[config.mk]
export PLATFORM = sky130hd
export DESIGN_NAME = sfd_clock_divider
export DESIGN_NICKNAME = d
export VERILOG_FILES = /design/src/design/sfd_sync3.v /design/src/design/sfd_div3.v /design/src/design/sfd_clock_divider.v
export VERILOG_INCLUDE_DIRS = /design/src /design/src/include
export SDC_FILE = /design/constraint.sdc
export NUM_CORES = 1
export LEC_CHECK = 0
export ABC_AREA = 0
export BUFFER_PORTS_ARGS = -buffer_cell sky130_fd_sc_hd__buf_2
export CORE_MARGIN = 2
export CORE_UTILIZATION = 65
export CTS_CLUSTER_DIAMETER = 100
export DETAILED_ROUTE_END_ITERATION = 6
export PLACE_DENSITY = 0.84
export SETUP_SLACK_MARGIN = 0.02
export SKIP_CTS_REPAIR_TIMING = 1
export SLEW_MARGIN = 15
export SYNTH_ARGS = -nofsm -noshare
export SYNTH_HDL_FRONTEND = slang
export SYNTH_SLANG_ARGS = --single-unit
export TNS_END_PERCENT = 30
[constraint.sdc]
create_clock -name clk_sys -period 3.5 [get_ports clk_sys]
set_input_delay 0.7 -clock clk_sys [delete_from_list [all_inputs] [get_ports clk_sys]]
set_output_delay 0.7 -clock clk_sys [all_outputs]
set_load 0.005 [all_outputs]
[src/include/sfd_defs.vh]
// Purpose: Constants of the slow/fast processor clock divider.
// Assumes: Every clk_sys edge is one transition of the clock source.
// Notes:   Counts are in clk_sys cycles unless the name says pulses.
`ifndef SFD_DEFS_VH
`define SFD_DEFS_VH

// Rate of the system clock in hertz.
`define SFD_CLK_HZ           20000000
// Clock edges that make up one source pulse.
`define SFD_EDGES_PER_SRC    2
// Source divisors of the processor clocks and the peripheral clock.
`define SFD_FAST_DIV         3
`define SFD_SLOW_DIV         768
`define SFD_PCLK_DIV         6
// Edges in one divided processor period, and edges spent high.
`define SFD_DIV3_STEPS       (`SFD_FAST_DIV * `SFD_EDGES_PER_SRC)
`define SFD_CPU_HIGH_STEPS   2
`define SFD_HALF_HIGH_STEPS  3
// Slow prescale factor, from the ratio of the two divisors.
`define SFD_SLOW_PRESCALE    (`SFD_SLOW_DIV / `SFD_FAST_DIV)
`define SFD_PRE_LAST         8'hFF
// Peripheral clock period in edges and its last phase.
`define SFD_PCLK_STEPS       (`SFD_PCLK_DIV * `SFD_EDGES_PER_SRC)
`define SFD_PCLK_LAST        4'hB
`define SFD_PCLK_HALF        4'h6
// Least lengths of the speed select levels in source pulses.
`define SFD_SLOW_MIN_PULSES  195
`define SFD_FAST_MIN_PULSES  3
// The same lengths in clock cycles.
`define SFD_SLOW_MIN_CYC     (`SFD_SLOW_MIN_PULSES * `SFD_EDGES_PER_SRC)
`define SFD_FAST_MIN_CYC     (`SFD_FAST_MIN_PULSES * `SFD_EDGES_PER_SRC)
// Reset values.
`define SFD_RST_FAST         1'b1
`define SFD_RST_RUN          1'b1

`endif

[src/design/sfd_sync3.v]
// Purpose: Three-stage synchroniser for one pin input.
// Assumes: The pin is asynchronous to clk_sys.
// Notes:   The first stage feeds only the second stage.
`timescale 1ns/1ps
`default_nettype none

module sfd_sync3 (
  // Clock and reset
  input  wire clk_sys,
  input  wire rst_n,
  // Pin and synchronised stages
  input  wire pin_in,
  output reg  stage2_r,
  output reg  stage3_r
);

  reg meta_r;

  always @(posedge clk_sys or negedge rst_n) begin
    if (!rst_n) begin
      meta_r   <= 1'b0;
      stage2_r <= 1'b0;
      stage3_r <= 1'b0;
    end else begin
      meta_r   <= pin_in;
      stage2_r <= meta_r;
      stage3_r <= stage2_r;
    end
  end

endmodule

`default_nettype wire

[src/design/sfd_div3.v]
// Purpose: Divide-by-three step counter with a registered waveform.
// Assumes: One period is six clock edges, advanced by adv.
// Notes:   The waveform is high in the last HIGH_N steps, so it falls on wrap.
`timescale 1ns/1ps
`default_nettype none

`include "sfd_defs.vh"

module sfd_div3 #(
  parameter [2:0] HIGH_N = 3'h2
) (
  // Clock and reset
  input  wire       clk_sys,
  input  wire       rst_n,
  // Step control
  input  wire       adv,
  // Count and waveform
  output reg  [2:0] cnt_r,
  output reg        wave_r
);

  localparam [2:0] LAST = `SFD_DIV3_STEPS - 1;
  localparam [2:0] RISE = `SFD_DIV3_STEPS - HIGH_N;

  reg [2:0] cnt_nxt;

  always @* begin
    cnt_nxt = cnt_r;
    if (adv) begin
      cnt_nxt = (cnt_r == LAST) ? 3'h0 : cnt_r + 3'h1;
    end
  end

  always @(posedge clk_sys or negedge rst_n) begin
    if (!rst_n) begin
      cnt_r  <= 3'h0;
      wave_r <= 1'b0;
    end else begin
      cnt_r  <= cnt_nxt;
      wave_r <= (cnt_nxt >= RISE);
    end
  end

endmodule

`default_nettype wire

[src/design/sfd_clock_divider.v]
// Purpose: Slow/fast speed selection of the processor clocks.
// Assumes: clk_sys is the running source; speed, stop and start are pins.
// Notes:   All outputs are flip-flops; the source keeps full rate throughout.
`timescale 1ns/1ps
`default_nettype none

`include "sfd_defs.vh"

// Operation
// - Speed select high divides by 3, low 768.
// - Stop handling is identical in both modes.
// - Peripheral clock rate ignores speed select.
// - Slow needs 195 low source pulses first.
// - Fast needs speed select high 3 pulses.
// - Fast division starts at next peripheral edge without a slow step.
// - Switching keeps phase and minimum pulse widths.
// - Slow switch acts on next peripheral edge, fast on next without a slow step.
// - Oscillator keeps full rate in slow mode.
// - Buffered oscillator copy is driven out.
// - Peripheral clock is source over 6, 50%.
// - Processor clocks 33% and 50%, common fall.
// - Peripheral falls align with processor clock falls in fast mode.
module sfd_clock_divider (
  // Clock and reset
  input  wire clk_sys,
  input  wire rst_n,
  // Control pins
  input  wire speed_select,
  input  wire stop_request,
  input  wire start_request,
  // Clock outputs
  output reg  buffered_oscillator_output,
  output reg  peripheral_clock,
  output wire cpu_clock,
  output wire half_duty_clock,
  // Status
  output reg  fast_mode_r,
  output reg  running_r
);

  localparam [8:0] SLOW_CYC = `SFD_SLOW_MIN_CYC;
  localparam [8:0] FAST_CYC = `SFD_FAST_MIN_CYC;
  localparam [2:0] CPU_LAST = `SFD_DIV3_STEPS - 1;

  wire       sel_s2;
  wire       sel_s3;
  wire       stop_s2;
  wire       stop_s3;
  wire       start_s2;
  wire       start_s3;
  wire [2:0] cpu_cnt;

  reg        req_fast_r;
  reg        req_fast_nxt;
  reg  [8:0] deb_cnt_r;
  reg  [8:0] deb_cnt_nxt;
  reg  [7:0] pre_r;
  reg  [3:0] ph_r;
  reg  [3:0] ph_nxt;
  reg        stop_pend_r;
  reg        adv;
  reg        adv_raw;
  reg        freeze;
  reg        in_step;
  reg        mode_load;
  reg        pclk_edge;

  // Peripheral phase folded onto one processor period.
  function [3:0] fold6;
    input [3:0] ph;
    begin
      if (ph >= `SFD_PCLK_HALF) begin
        fold6 = ph - `SFD_PCLK_HALF;
      end else begin
        fold6 = ph;
      end
    end
  endfunction

  // Pin synchronisers.
  sfd_sync3 u_sel (
    .clk_sys  (clk_sys),
    .rst_n    (rst_n),
    .pin_in   (speed_select),
    .stage2_r (sel_s2),
    .stage3_r (sel_s3)
  );

  sfd_sync3 u_stop (
    .clk_sys  (clk_sys),
    .rst_n    (rst_n),
    .pin_in   (stop_request),
    .stage2_r (stop_s2),
    .stage3_r (stop_s3)
  );

  sfd_sync3 u_start (
    .clk_sys  (clk_sys),
    .rst_n    (rst_n),
    .pin_in   (start_request),
    .stage2_r (start_s2),
    .stage3_r (start_s3)
  );

  // Debounce of the speed select level against the recognised request.
  always @* begin
    req_fast_nxt = req_fast_r;
    deb_cnt_nxt  = 9'h000;
    if ((sel_s2 == sel_s3) && (sel_s3 != req_fast_r)) begin
      deb_cnt_nxt = deb_cnt_r + 9'h001;
      if (sel_s3 && (deb_cnt_nxt >= FAST_CYC)) begin
        req_fast_nxt = 1'b1;
        deb_cnt_nxt  = 9'h000;
      end else if (!sel_s3 && (deb_cnt_nxt >= SLOW_CYC)) begin
        req_fast_nxt = 1'b0;
        deb_cnt_nxt  = 9'h000;
      end
    end
  end

  always @(posedge clk_sys or negedge rst_n) begin
    if (!rst_n) begin
      req_fast_r <= `SFD_RST_FAST;
      deb_cnt_r  <= 9'h000;
    end else begin
      req_fast_r <= req_fast_nxt;
      deb_cnt_r  <= deb_cnt_nxt;
    end
  end

  // Step request: every edge when fast, 1 in 256 when slow.
  always @* begin
    adv_raw = running_r && (fast_mode_r || (pre_r == `SFD_PRE_LAST));
  end

  // A pending stop pauses all clock counters, not the debounce, on the step that would leave step 5.
  always @* begin
    freeze = stop_pend_r && (cpu_cnt == CPU_LAST) && adv_raw;
  end

  // Fast steps wait until the processor count matches the peripheral phase.
  always @* begin
    in_step = ({1'b0, cpu_cnt} == fold6(ph_r));
  end

  // Waiting only lengthens a level, so no pulse gets shorter.
  always @* begin
    adv = adv_raw && !freeze;
    if (fast_mode_r && !in_step) begin
      adv = 1'b0;
    end
  end

  // Peripheral clock phase, independent of the speed mode.
  always @* begin
    ph_nxt = ph_r;
    if (running_r && !freeze) begin
      ph_nxt = (ph_r == `SFD_PCLK_LAST) ? 4'h0 : ph_r + 4'h1;
    end
    pclk_edge = running_r && !freeze &&
                ((ph_nxt == 4'h0) || (ph_nxt == `SFD_PCLK_HALF));
  end

  // A slow step on a peripheral edge defers the mode change by one edge.
  always @* begin
    mode_load = pclk_edge && !(adv && !fast_mode_r);
  end

  // Buffered copy of the source, never stopped.
  always @(posedge clk_sys or negedge rst_n) begin
    if (!rst_n) begin
      buffered_oscillator_output <= 1'b0;
    end else begin
      buffered_oscillator_output <= ~buffered_oscillator_output;
    end
  end

  // Peripheral clock phase and waveform.
  always @(posedge clk_sys or negedge rst_n) begin
    if (!rst_n) begin
      ph_r             <= 4'h0;
      peripheral_clock <= 1'b0;
    end else begin
      ph_r             <= ph_nxt;
      peripheral_clock <= (ph_nxt >= `SFD_PCLK_HALF);
    end
  end

  // Slow prescaler, held while the clocks are stopped.
  always @(posedge clk_sys or negedge rst_n) begin
    if (!rst_n) begin
      pre_r <= 8'h00;
    end else begin
      if (fast_mode_r) begin
        pre_r <= 8'h00;
      end else if (running_r && !freeze) begin
        pre_r <= pre_r + 8'h01;
      end
    end
  end

  // Applied speed mode, changed only on a peripheral clock edge.
  always @(posedge clk_sys or negedge rst_n) begin
    if (!rst_n) begin
      fast_mode_r <= `SFD_RST_FAST;
    end else begin
      if (mode_load) begin
        fast_mode_r <= req_fast_r;
      end
    end
  end

  // Stop holds the processor clocks high and the peripheral clock in place.
  always @(posedge clk_sys or negedge rst_n) begin
    if (!rst_n) begin
      stop_pend_r <= 1'b0;
      running_r   <= `SFD_RST_RUN;
    end else begin
      if (start_s2 && start_s3) begin
        stop_pend_r <= 1'b0;
        running_r   <= 1'b1;
      end else if (stop_s2 && stop_s3 && running_r) begin
        stop_pend_r <= 1'b1;
      end
      if (freeze && !(start_s2 && start_s3)) begin
        running_r <= 1'b0;
      end
    end
  end

  // Two divide-by-three counters sharing one enable keep their phase.
  sfd_div3 #(
    .HIGH_N (`SFD_CPU_HIGH_STEPS)
  ) u_cpu (
    .clk_sys (clk_sys),
    .rst_n   (rst_n),
    .adv     (adv),
    .cnt_r   (cpu_cnt),
    .wave_r  (cpu_clock)
  );

  sfd_div3 #(
    .HIGH_N (`SFD_HALF_HIGH_STEPS)
  ) u_half (
    .clk_sys (clk_sys),
    .rst_n   (rst_n),
    .adv     (adv),
    .cnt_r   (),
    .wave_r  (half_duty_clock)
  );

endmodule

`default_nettype wire

==> Word-level counts from Yosys, hierarchy flattened <==
Cells that the tools add are included.
Widths: inputs -> output; s select.
{ "op_classes": {"n_reduce_logical": 30, "div_mod_pow": 0, "mul": 0, "n_lt_le_gt_ge": 6, "shift": 0, "bitwise": 1, "addsub": 6, "eq_ne": 8, "mux": 19} }
{ "ops": {"columns": ["cell", "n"], "rows": [
  ["$mux 9", 3],
  ["$logic_and 1x1->1", 16],
  ["$mux 8", 2],
  ["$mux 3", 4],
  ["$mux 4", 3],
  ["$add 9x1->9 const B", 1],
  ["$ge 9x3->1 const B", 1],
  ["$ge 9x9->1 const B", 1],
  ["$add 8x1->8 const B", 1],
  ["$eq 8x8->1 const B", 1],
  ["$ge 4x3->1 const B", 2],
  ["$reduce_bool 2->1", 4],
  ["$mux 1", 7],
  ["$add 3x1->3 const B", 2],
  ["$eq 3x3->1 const B", 2],
  ["$logic_not 1->1", 6],
  ["$add 4x1->4 const B", 1],
  ["$eq 3x4->1", 1],
  ["$eq 4x3->1 const B", 1],
  ["$eq 4x4->1 const B", 1],
  ["$logic_not 4->1", 1],
  ["$sub 4x3->4 const B", 1],
  ["$ge 3x2->1 const B", 1],
  ["$ge 3x3->1 const B", 1],
  ["5 further kinds", 6]
]} }
{ "totals": {"rom_bits": 0, "inputBits": 5, "regBits": 44, "mem_bits_rw": 0, "n_memories": 0, "elab_cells": 92, "latchBits": 0, "output_inout_bits": 6} }

==> Logic depth before layout (Yosys ltp) <==
Gate-level depths: netlist of run 1.
{ "logic_depth": {"ltp_word": 11, "ltp_mapped": 8, "ltp_nobuf": 8} }

==> Cells and area by module <==
From an unflattened synthesis of run 1, not the netlist that was laid out.
{ "unflattened": {"hier_cells": 227, "area_unflattened_um2": 2358.5} }
{ "modules_own_cells": {"columns": ["module", "area_each_um2", "instances", "cells_each", "seq_area_each_um2"], "rows": [
  ["sfd_clock_divider", 1831.8, 1, 195, 679.4],
  ["sfd_sync3", 75.1, 3, 3, 75.1],
  ["sfd_div3 at u_half", 163.9, 1, 13, 100.1],
  ["sfd_div3 at u_cpu", 137.6, 1, 10, 75.1]
]} }

==> Least setup slack after synthesis of run 1 <==
Ideal clock, no wire load.
{ "synth_timing": {"path_type": "reg2reg", "start": "register ph_r[1], in the netlist fold6.ph[1]", "end": "register u_half.cnt_r[1]", "n_path_buf": 0, "arrival_ns": 1.941, "required_ns": 3.375, "period_less_slack_ns": 2.066, "path_stages_with_launch": 8, "setup_slack_ns": 1.434, "setup_ns": 0.125, "cell_sequence": "dfrtp_1 > ha_1 > mux2_2 > a21oi_1 > o221ai_2 > a21oi_4 > nand2_2 > mux2_4"} }
{ "synth_between": {"elab_chain_cells": 7, "elab_cells_between_ends": 8, "cone_classes": "1 x add/sub; 1 x order compare; 1 x eq/ne; 3 x mux; 2 x reduce/logical"} }
{ "synth_rtl": {"columns": ["element", "line", "source"], "rows": [
  ["start: declaration", "sfd_clock_divider.v:58", "reg [3:0] ph_r;"],
  ["start signal: assignment", "sfd_clock_divider.v:184", "ph_r <= ph_nxt;"],
  ["$sub 4x3->4 (no line) / $ge 4x3->1 (equally long branches)", null, null],
  ["$mux 4 *", "sfd_clock_divider.v:72", "if (ph >= `SFD_PCLK_HALF) begin"],
  ["$eq 3x4->1 *", "sfd_clock_divider.v:143", "in_step = ({1'b0, cpu_cnt} == fold6(ph_r));"],
  ["$logic_not 1->1 *", "sfd_clock_divider.v:149", "if (fast_mode_r && !in_step) begin"],
  ["$logic_and 1x1->1 *", "sfd_clock_divider.v:149", null],
  ["$mux 1 *", "sfd_clock_divider.v:149", null],
  ["$mux 3 *", "sfd_div3.v:29", "if (adv) begin"],
  ["via u_half.cnt_nxt[1]", "sfd_div3.v:25", "reg [2:0] cnt_nxt;"],
  ["end signal: assignment", "sfd_div3.v:39", "cnt_r <= cnt_nxt;"],
  ["end: declaration", "sfd_div3.v:18", "output reg [2:0] cnt_r,"]
]} }
Mark *: on every way through the listed nets, which the timed path passes. The rest lies on a longest branch.
A chain may end at the register's enable or synchronous reset.

==> Final worst setup path of run 1 <==
{ "layout_timing": {"start": "register ph_r[0], in the netlist fold6.ph[0]", "end": "register u_half.cnt_r[1]"} }
Same word-level chain as after synthesis.

==> results of run 1 <==
[cell usage in the layout (no fill, tap or decap), types with 2 or more instances in the layout]
| cell type | count |
|---|---|
| a21oi_1 | 14 |
| a31o_2 | 2 |
| a31oi_1 | 2 |
| and2_1 | 3 |
| and3_1 | 6 |
| buf_2 | 10 |
| clkbuf_4 | 5 |
| dfrtp_1 | 40 |
| dfstp_2 | 3 |
| ha_1 | 6 |
| inv_1 | 4 |
| mux2_4 | 4 |
| nand2_1 | 16 |
| nand2_2 | 2 |
| nand3_1 | 9 |
| nand4_1 | 4 |
| nor2_1 | 18 |
| nor2b_1 | 5 |
| nor3_1 | 2 |
| nor3b_1 | 2 |
| nor4b_1 | 2 |
| o21ai_0 | 12 |
| o31ai_1 | 2 |
| or3_1 | 2 |
| xnor2_1 | 7 |
| xor2_1 | 11 |
[Yosys cell counts, drive strengths merged, types with 5 or more instances]
library cell,instances
buf,7
nor2,18
a21oi,16
xnor2,7
mux2,5
nand2,18
nor2b,5
o21ai,14
xor2,11
and3,7
ha,6
dfrtp,40
nand3,9
[cell families after synthesis]
logic type	after synthesis	synth area share (%)
flip-flops	43	49.43
AO/OA/AOI/OAI	49	15.52
buffers and inverters	12	2.978
XOR/XNOR	18	7.216
adder cells (fa/ha/maj)	6	3.436
AND/OR/NAND/NOR	77	18.16
multiplexers	5	3.265
[worst paths after layout]
check | from | endpoint | slack, ns | cells after the start
max reg2reg | fold6.ph[0] | u_half.cnt_r[1] | 1.18 | 8
min in group asynchronous | rst_n | pre_r[4] | 0.45 | 1
min reg2reg | u_stop.meta_r | u_stop.stage2_r | 0.37 | 0
max in group asynchronous | rst_n | deb_cnt_r[1] | 2.48 | 1
max | fold6.ph[0] | u_half.cnt_r[1] | 1.18 | 8
min | u_stop.meta_r | u_stop.stage2_r | 0.37 | 0
[layer usage]
layer  part of all wire [%]  routed length [um]
met2                     50                1999
met4                    1.5                  61
met5                      0                   0
met3                    2.7                 107
met1                     45                1792
[worst register-to-register path: cells and delay by family, from the launching register on]
family                   cells  cell delay, ns
multiplexers                 1            0.31
flip-flops                   1            0.50
adder cells (fa/ha/maj)      1            0.24
AND/OR/NAND/NOR              2            0.36
AO/OA/AOI/OAI                3            0.73
buffers and inverters        1            0.09
[stage by stage]
step	setup slack [ns]	cells	area [um^2]	util (%)
after floorplan	1.434	210	2185	-
after global placement	1.328	258	2242	68.27
after detailed placement	1.223	258	2242	68.27
after CTS	1.181	266	2323	70.74
after global routing	0.9440	266	2323	70.74
final	1.183	266	2323	70.74
[flip-flops by register name (all words and copies together), names as in the netlist, 3 cells and up, named ones only]
| name | count |
|---|---|
| pre_r | 8 |
| deb_cnt_r | 9 |
| fold6.ph | 4 |
| u_half.cnt_r | 3 |
[power by group through the flow]
stage	Sequential (mW)	Clock (mW)	Combinational [mW]
after floorplan	0.676	0	0.530
after global placement	0.716	0	0.578
after detailed placement	0.729	0	0.603
after CTS	0.720	0.324	0.607
after global routing	0.740	0.353	0.665
final	0.721	0.317	0.603
[area by class of cell]
| class | count | area, um^2 |
|---|---|---|
| flip-flops and latches | 43 | 1080 |
| multi-input cells | 155 | 1040 |
| fillers | 250 | 960.9 |
| well taps | 46 | 57.56 |
| repair buffers | 10 | 50.05 |
| clock inverters | 3 | 43.79 |
| clock buffers | 5 | 37.54 |
| inverters | 4 | 15.01 |
==> qor.yml, run 1 <==
outcome: "completed"
drt_iter0_drc: 50
rsz0062_at_grt: "no"
vias: 1565
cp_top_family: "compound AO/OA/AOI/OAI gates"
synth.yosys.seq_area_share_pct: 49.43
synth_edf_count: 0
cts_tree: "yes"
portBuffers: 10
switchingPower_uw: 597.3
p_leak_nw: 0.9916
fmax_ghz: 0.4316
grt_pass1_vias: 1453
crit_path_start_kind: "register"
postSynthCellCount: 210
clk_path_buf_depth: 2
gp_congestion: 0.8717
ys_async_sr_fraction_pct: 100.0
syn2layout_area_growth_pct: 6.357
maxCapViolCount: 0
firstDrtPassIters: 4
syn_area_um2: 2185
use_met1_pct: 32.02
grtUsageTotal_pct: 24.08
cts_max_level: 2
synth.distinct_cells: 52
avgSynthCellArea_um2: 10.40
maxSlewHeadroom_pct: 40.55
grt_pass1_wl_um: 6603
synth_top_area_share_pct: 45.82
gr-total-overflow: 0
clk_pin_slew_ns: 0.13
critPathRequiredTime_ns: 3.75
crit_arrival_ns: 2.57
ir_drop_uv: 610.3
power_density_nw_per_um2: 706.0
final_max_slew_viol_count: 0
comb_power_share_pct: 36.7
power_frac_clock_pct: 19.3
ys_ff_latch: 43
met2_usage_pct: 37.95
rows: 21
switching_share_pct: 36.41
max_stage_delay_ns: 0.50
hpwl_um: 2767
wl_um: 3961
cp_slowest_cell: "dfrtp_1"
fp.dieW_um: 61.98
drcViolationCount: 0
antennaDiodeCount: 0
critPathKind: "reg -> reg"
power_frac_seq_pct: 44.0
ys_warn_count: 0
cts_root_buffer: "clkbuf_4"
critPathCaptureType: "register"
cts_buffers: 5
holdWs_ns: 0.3654
worstMarginPinSlew_ns: 0.8917
setup_viol: 0
antenna_found_initial: 0
critPathMaxFanout: 6
grt_max_degree: 44
antenna_left: 0
core_um2: 3284
routed_via_density: 5.883
final_net_count: 230
p_int_mw: 1.043
busiest_layer: "met2"
use_met3_pct: 5.797
finalSetupTns_ns: 0
min_path_type: "reg -> reg"
clk_latency_ns: 0.35
drive_above_1_share_pct: 16.82
start_util_pct: 66.51
synthFlopType: "dfrtp_1"
die_area_um2: 3841
pin_count: 11
wl_per_cell_um: 14.89
power.total_mw: 1.640
cts_sinks: 43
die_h_um: 61.98
min_period_ns: 2.317
path_cells: "inv_1 -> ha_1 -> or2_1 -> a311oi_2 -> o221ai_2 -> a21oi_4 -> nand2_2 -> mux2_4"
fin_crit_sh_pct: 66.21
syn_nets: 221
synth.area.top_cells: "dfrtp_1, xor2_1, dfstp_2"
cp.buffers_inverters: 1
yosysTopAreaCell: "dfrtp_1"
clock_skew_ns: 0.01615
hold_violations: 0
Note: power is estimated with default switching activity, not from simulation.
==> run 2, diff against run 1 <==
Settings changed: ABC_AREA 0 to 1, CORE_UTILIZATION 65 to 54, PLACE_DENSITY 0.84 to 0.74.
Clock period 3.5 ns to 2 ns, I/O delays scaled along.
==> qor.yml, run 2 <==
wl_per_cell_um: 11.18  # -25%
gp_congestion: 0.8820  # +1.2%
setup_viol: 0  # unchanged
cts_max_level: 2  # unchanged
firstDrtPassIters: 4  # unchanged
vias: 1773  # +13%
drt_iter0_drc: 90  # +80%
final_max_slew_viol_count: 0  # unchanged
antenna_left: 0  # unchanged
routed_via_density: 5.139  # -13%
final_net_count: 305  # +33%
pin_count: 11  # unchanged
clock_skew_ns: 0.006654  # -0.009495 ns
rsz0062_at_grt: "no"
synthFlopType: "dfrtp_1"
fin_util_pct: 62.28  # -8.5 points
finalInstanceArea_um2: 2491  # +7.2%
synth_top_area_share_pct: 44.77  # -1.1 points
grtUsageTotal_pct: 19.67  # -4.4 points
min_path_type: "in -> async"
antennaDiodeCount: 0  # unchanged
synth.distinct_cells: 34  # -35%
synth_commonest_cells: "nand2_1, dfrtp_1, inv_1"
p_leak_nw: 1.284  # +29%
rows: 23  # +9.5%
outcome: "completed"
syn_area_um2: 2236  # +2.3%
hpwl_um: 2880  # +4.1%
reg2reg_from: "fold6.ph[0]"
synth_edf_count: 0  # unchanged
grt_pass1_vias: 1591  # +9.5%
critPathMaxFanout: 8  # +2
avgSynthCellArea_um2: 8.072  # -22%
grt_pass1_wl_um: 6796  # +2.9%
portBuffers: 10  # unchanged
drive_above_1_share_pct: 14.24  # -2.6 points
fmax_ghz: 0.5688  # +32%
regMostFlops: "deb_cnt_r"
min_period_ns: 1.758  # -0.5592 ns
syn_nets: 288  # +30%
grt_max_degree: 28  # -36%
gr-total-overflow: 0  # unchanged
start_util_pct: 55.90  # -11 points
ys_async_sr_fraction_pct: 100.0  # unchanged
yosysTopAreaCell: "dfrtp_1"
cts_buffers: 5  # unchanged
cts_root_buffer: "clkbuf_8"
crit_path_start_kind: "register"
critPathCaptureType: "register"
fp.dieW_um: 68.35  # +10%
synth.yosys.seq_area_share_pct: 48.29  # -1.1 points
finalSetupTns_ns: 0  # unchanged
most-common-layout-cells: "nand2_1, dfrtp_1, inv_1"
core_um2: 4000  # +22%
synth_most_common_cell: "nand2_1"
critPathKind: "reg -> reg"
ir_drop_uv: 894.1  # +47%
syn2layout_area_growth_pct: 11.42
cts_tree: "yes"
clk_path_buf_depth: 2  # unchanged
power_density_nw_per_um2: 1412  # +100%
ys_ff_latch: 43  # unchanged
synth.area.top_cells: "dfrtp_1, nand2_1, inv_1"
power.total_mw: 3.518  # +110%
critPathLaunch: "fold6.ph[0]"
drcViolationCount: 0  # unchanged
die_area_um2: 4671  # +22%
clk_pin_slew_ns: 0.08  # -0.05 ns
fin_crit_sh_pct: 87.90  # +22 points
wl_um: 3857  # -2.6%
cts_sinks: 43  # unchanged
crit_arrival_ns: 1.95  # -0.62 ns
clk_latency_ns: 0.29  # -0.06 ns
largest_reg_flops: 9  # unchanged
maxCapViolCount: 0  # unchanged
final_common_cell: "nand2_1"
dpl_cell_area_um2: 2337  # +4.2%
maxSlewHeadroom_pct: 60.31  # +20 points
die_h_um: 68.35  # +10%
postSynthCellCount: 277  # +32%
antenna_found_initial: 0  # unchanged
ys_warn_count: 0  # unchanged
hold_violations: 0  # unchanged
worstMarginPinSlew_ns: 0.5954  # -0.2963 ns
critPathRequiredTime_ns: 2.19  # -1.56 ns
## run 2: critical path: stages (launching register included)
cell and delay, ns:
dfrtp_1 0.42, inv_1 0.08, ha_1 0.21, nand3_1 0.11
nand3_1 0.10, nand3_1 0.10, nand2_1 0.06, nor2_1 0.08
nand2_1 0.06, nand2_2 0.11, nand2_4 0.09, nand2_1 0.10
nand2_2 0.05, inv_1 0.05, nand2_1 0.04
## run 2: cells by family after synthesis
logic type	after synthesis	share of synthesized area, %
adders and majority gates	6	3.357
DFF	43	48.29
and+or+nand+nor	148	29.94
AOI/OAI and AO/OA	34	8.786
xor gates and xnor gates	4	1.567
buffers and inverters	42	8.058
## run 2: cell type report
type | instances | area (um^2)
clock buffers | 6 | 72.57
clock inverters | 2 | 60.06
fillers | 335 | 1509
inverters | 37 | 138.9
multi-input cells | 192 | 988.4
flip-flops and latches | 43 | 1081
well taps | 50 | 62.56
repair buffers | 15 | 87.58
## run 2: worst paths after layout
path	to	slack, ns	depth (start not counted)
setup / recovery	u_half.wave_r	0.24	14
hold / removal	fold6.ph[0]	0.10	1
setup reg to reg	u_half.wave_r	0.24	14
hold reg to reg	u_sel.stage2_r	0.35	0
max in group asynchronous	pre_r[7]	1.33	2
min in group clk_sys	u_sel.meta_r	0.21	1
## run 2: layer usage
layer	vias up	wire length [um]	track usage, %
li1	918	-	-
met1	820	1865	25.53
met2	28	1817	32.40
met3	7	108	3.454
met4	0	65	8.250
met5	-	0	0
## run 2: metrics by stage
step                      worst slack [ns]  instances  hold slack [ns]
final                               0.2421        345           0.1017
after global routing               0.05969        345           0.1551
after CTS                           0.1790        344           0.1288
after detailed placement            0.1915        336           0.3411
after global placement              0.1946        336           0.3377
after floorplan                     0.3480        277           0.1044
## run 2: power by group
part | total (mW) | leakage (nW) | internal [mW] | switching (mW)
Sequential | 1.37 | 0.526 | 1.12 | 0.249
Clock | 0.784 | 0.0654 | 0.499 | 0.285
Combinational | 1.36 | 0.692 | 0.562 | 0.801
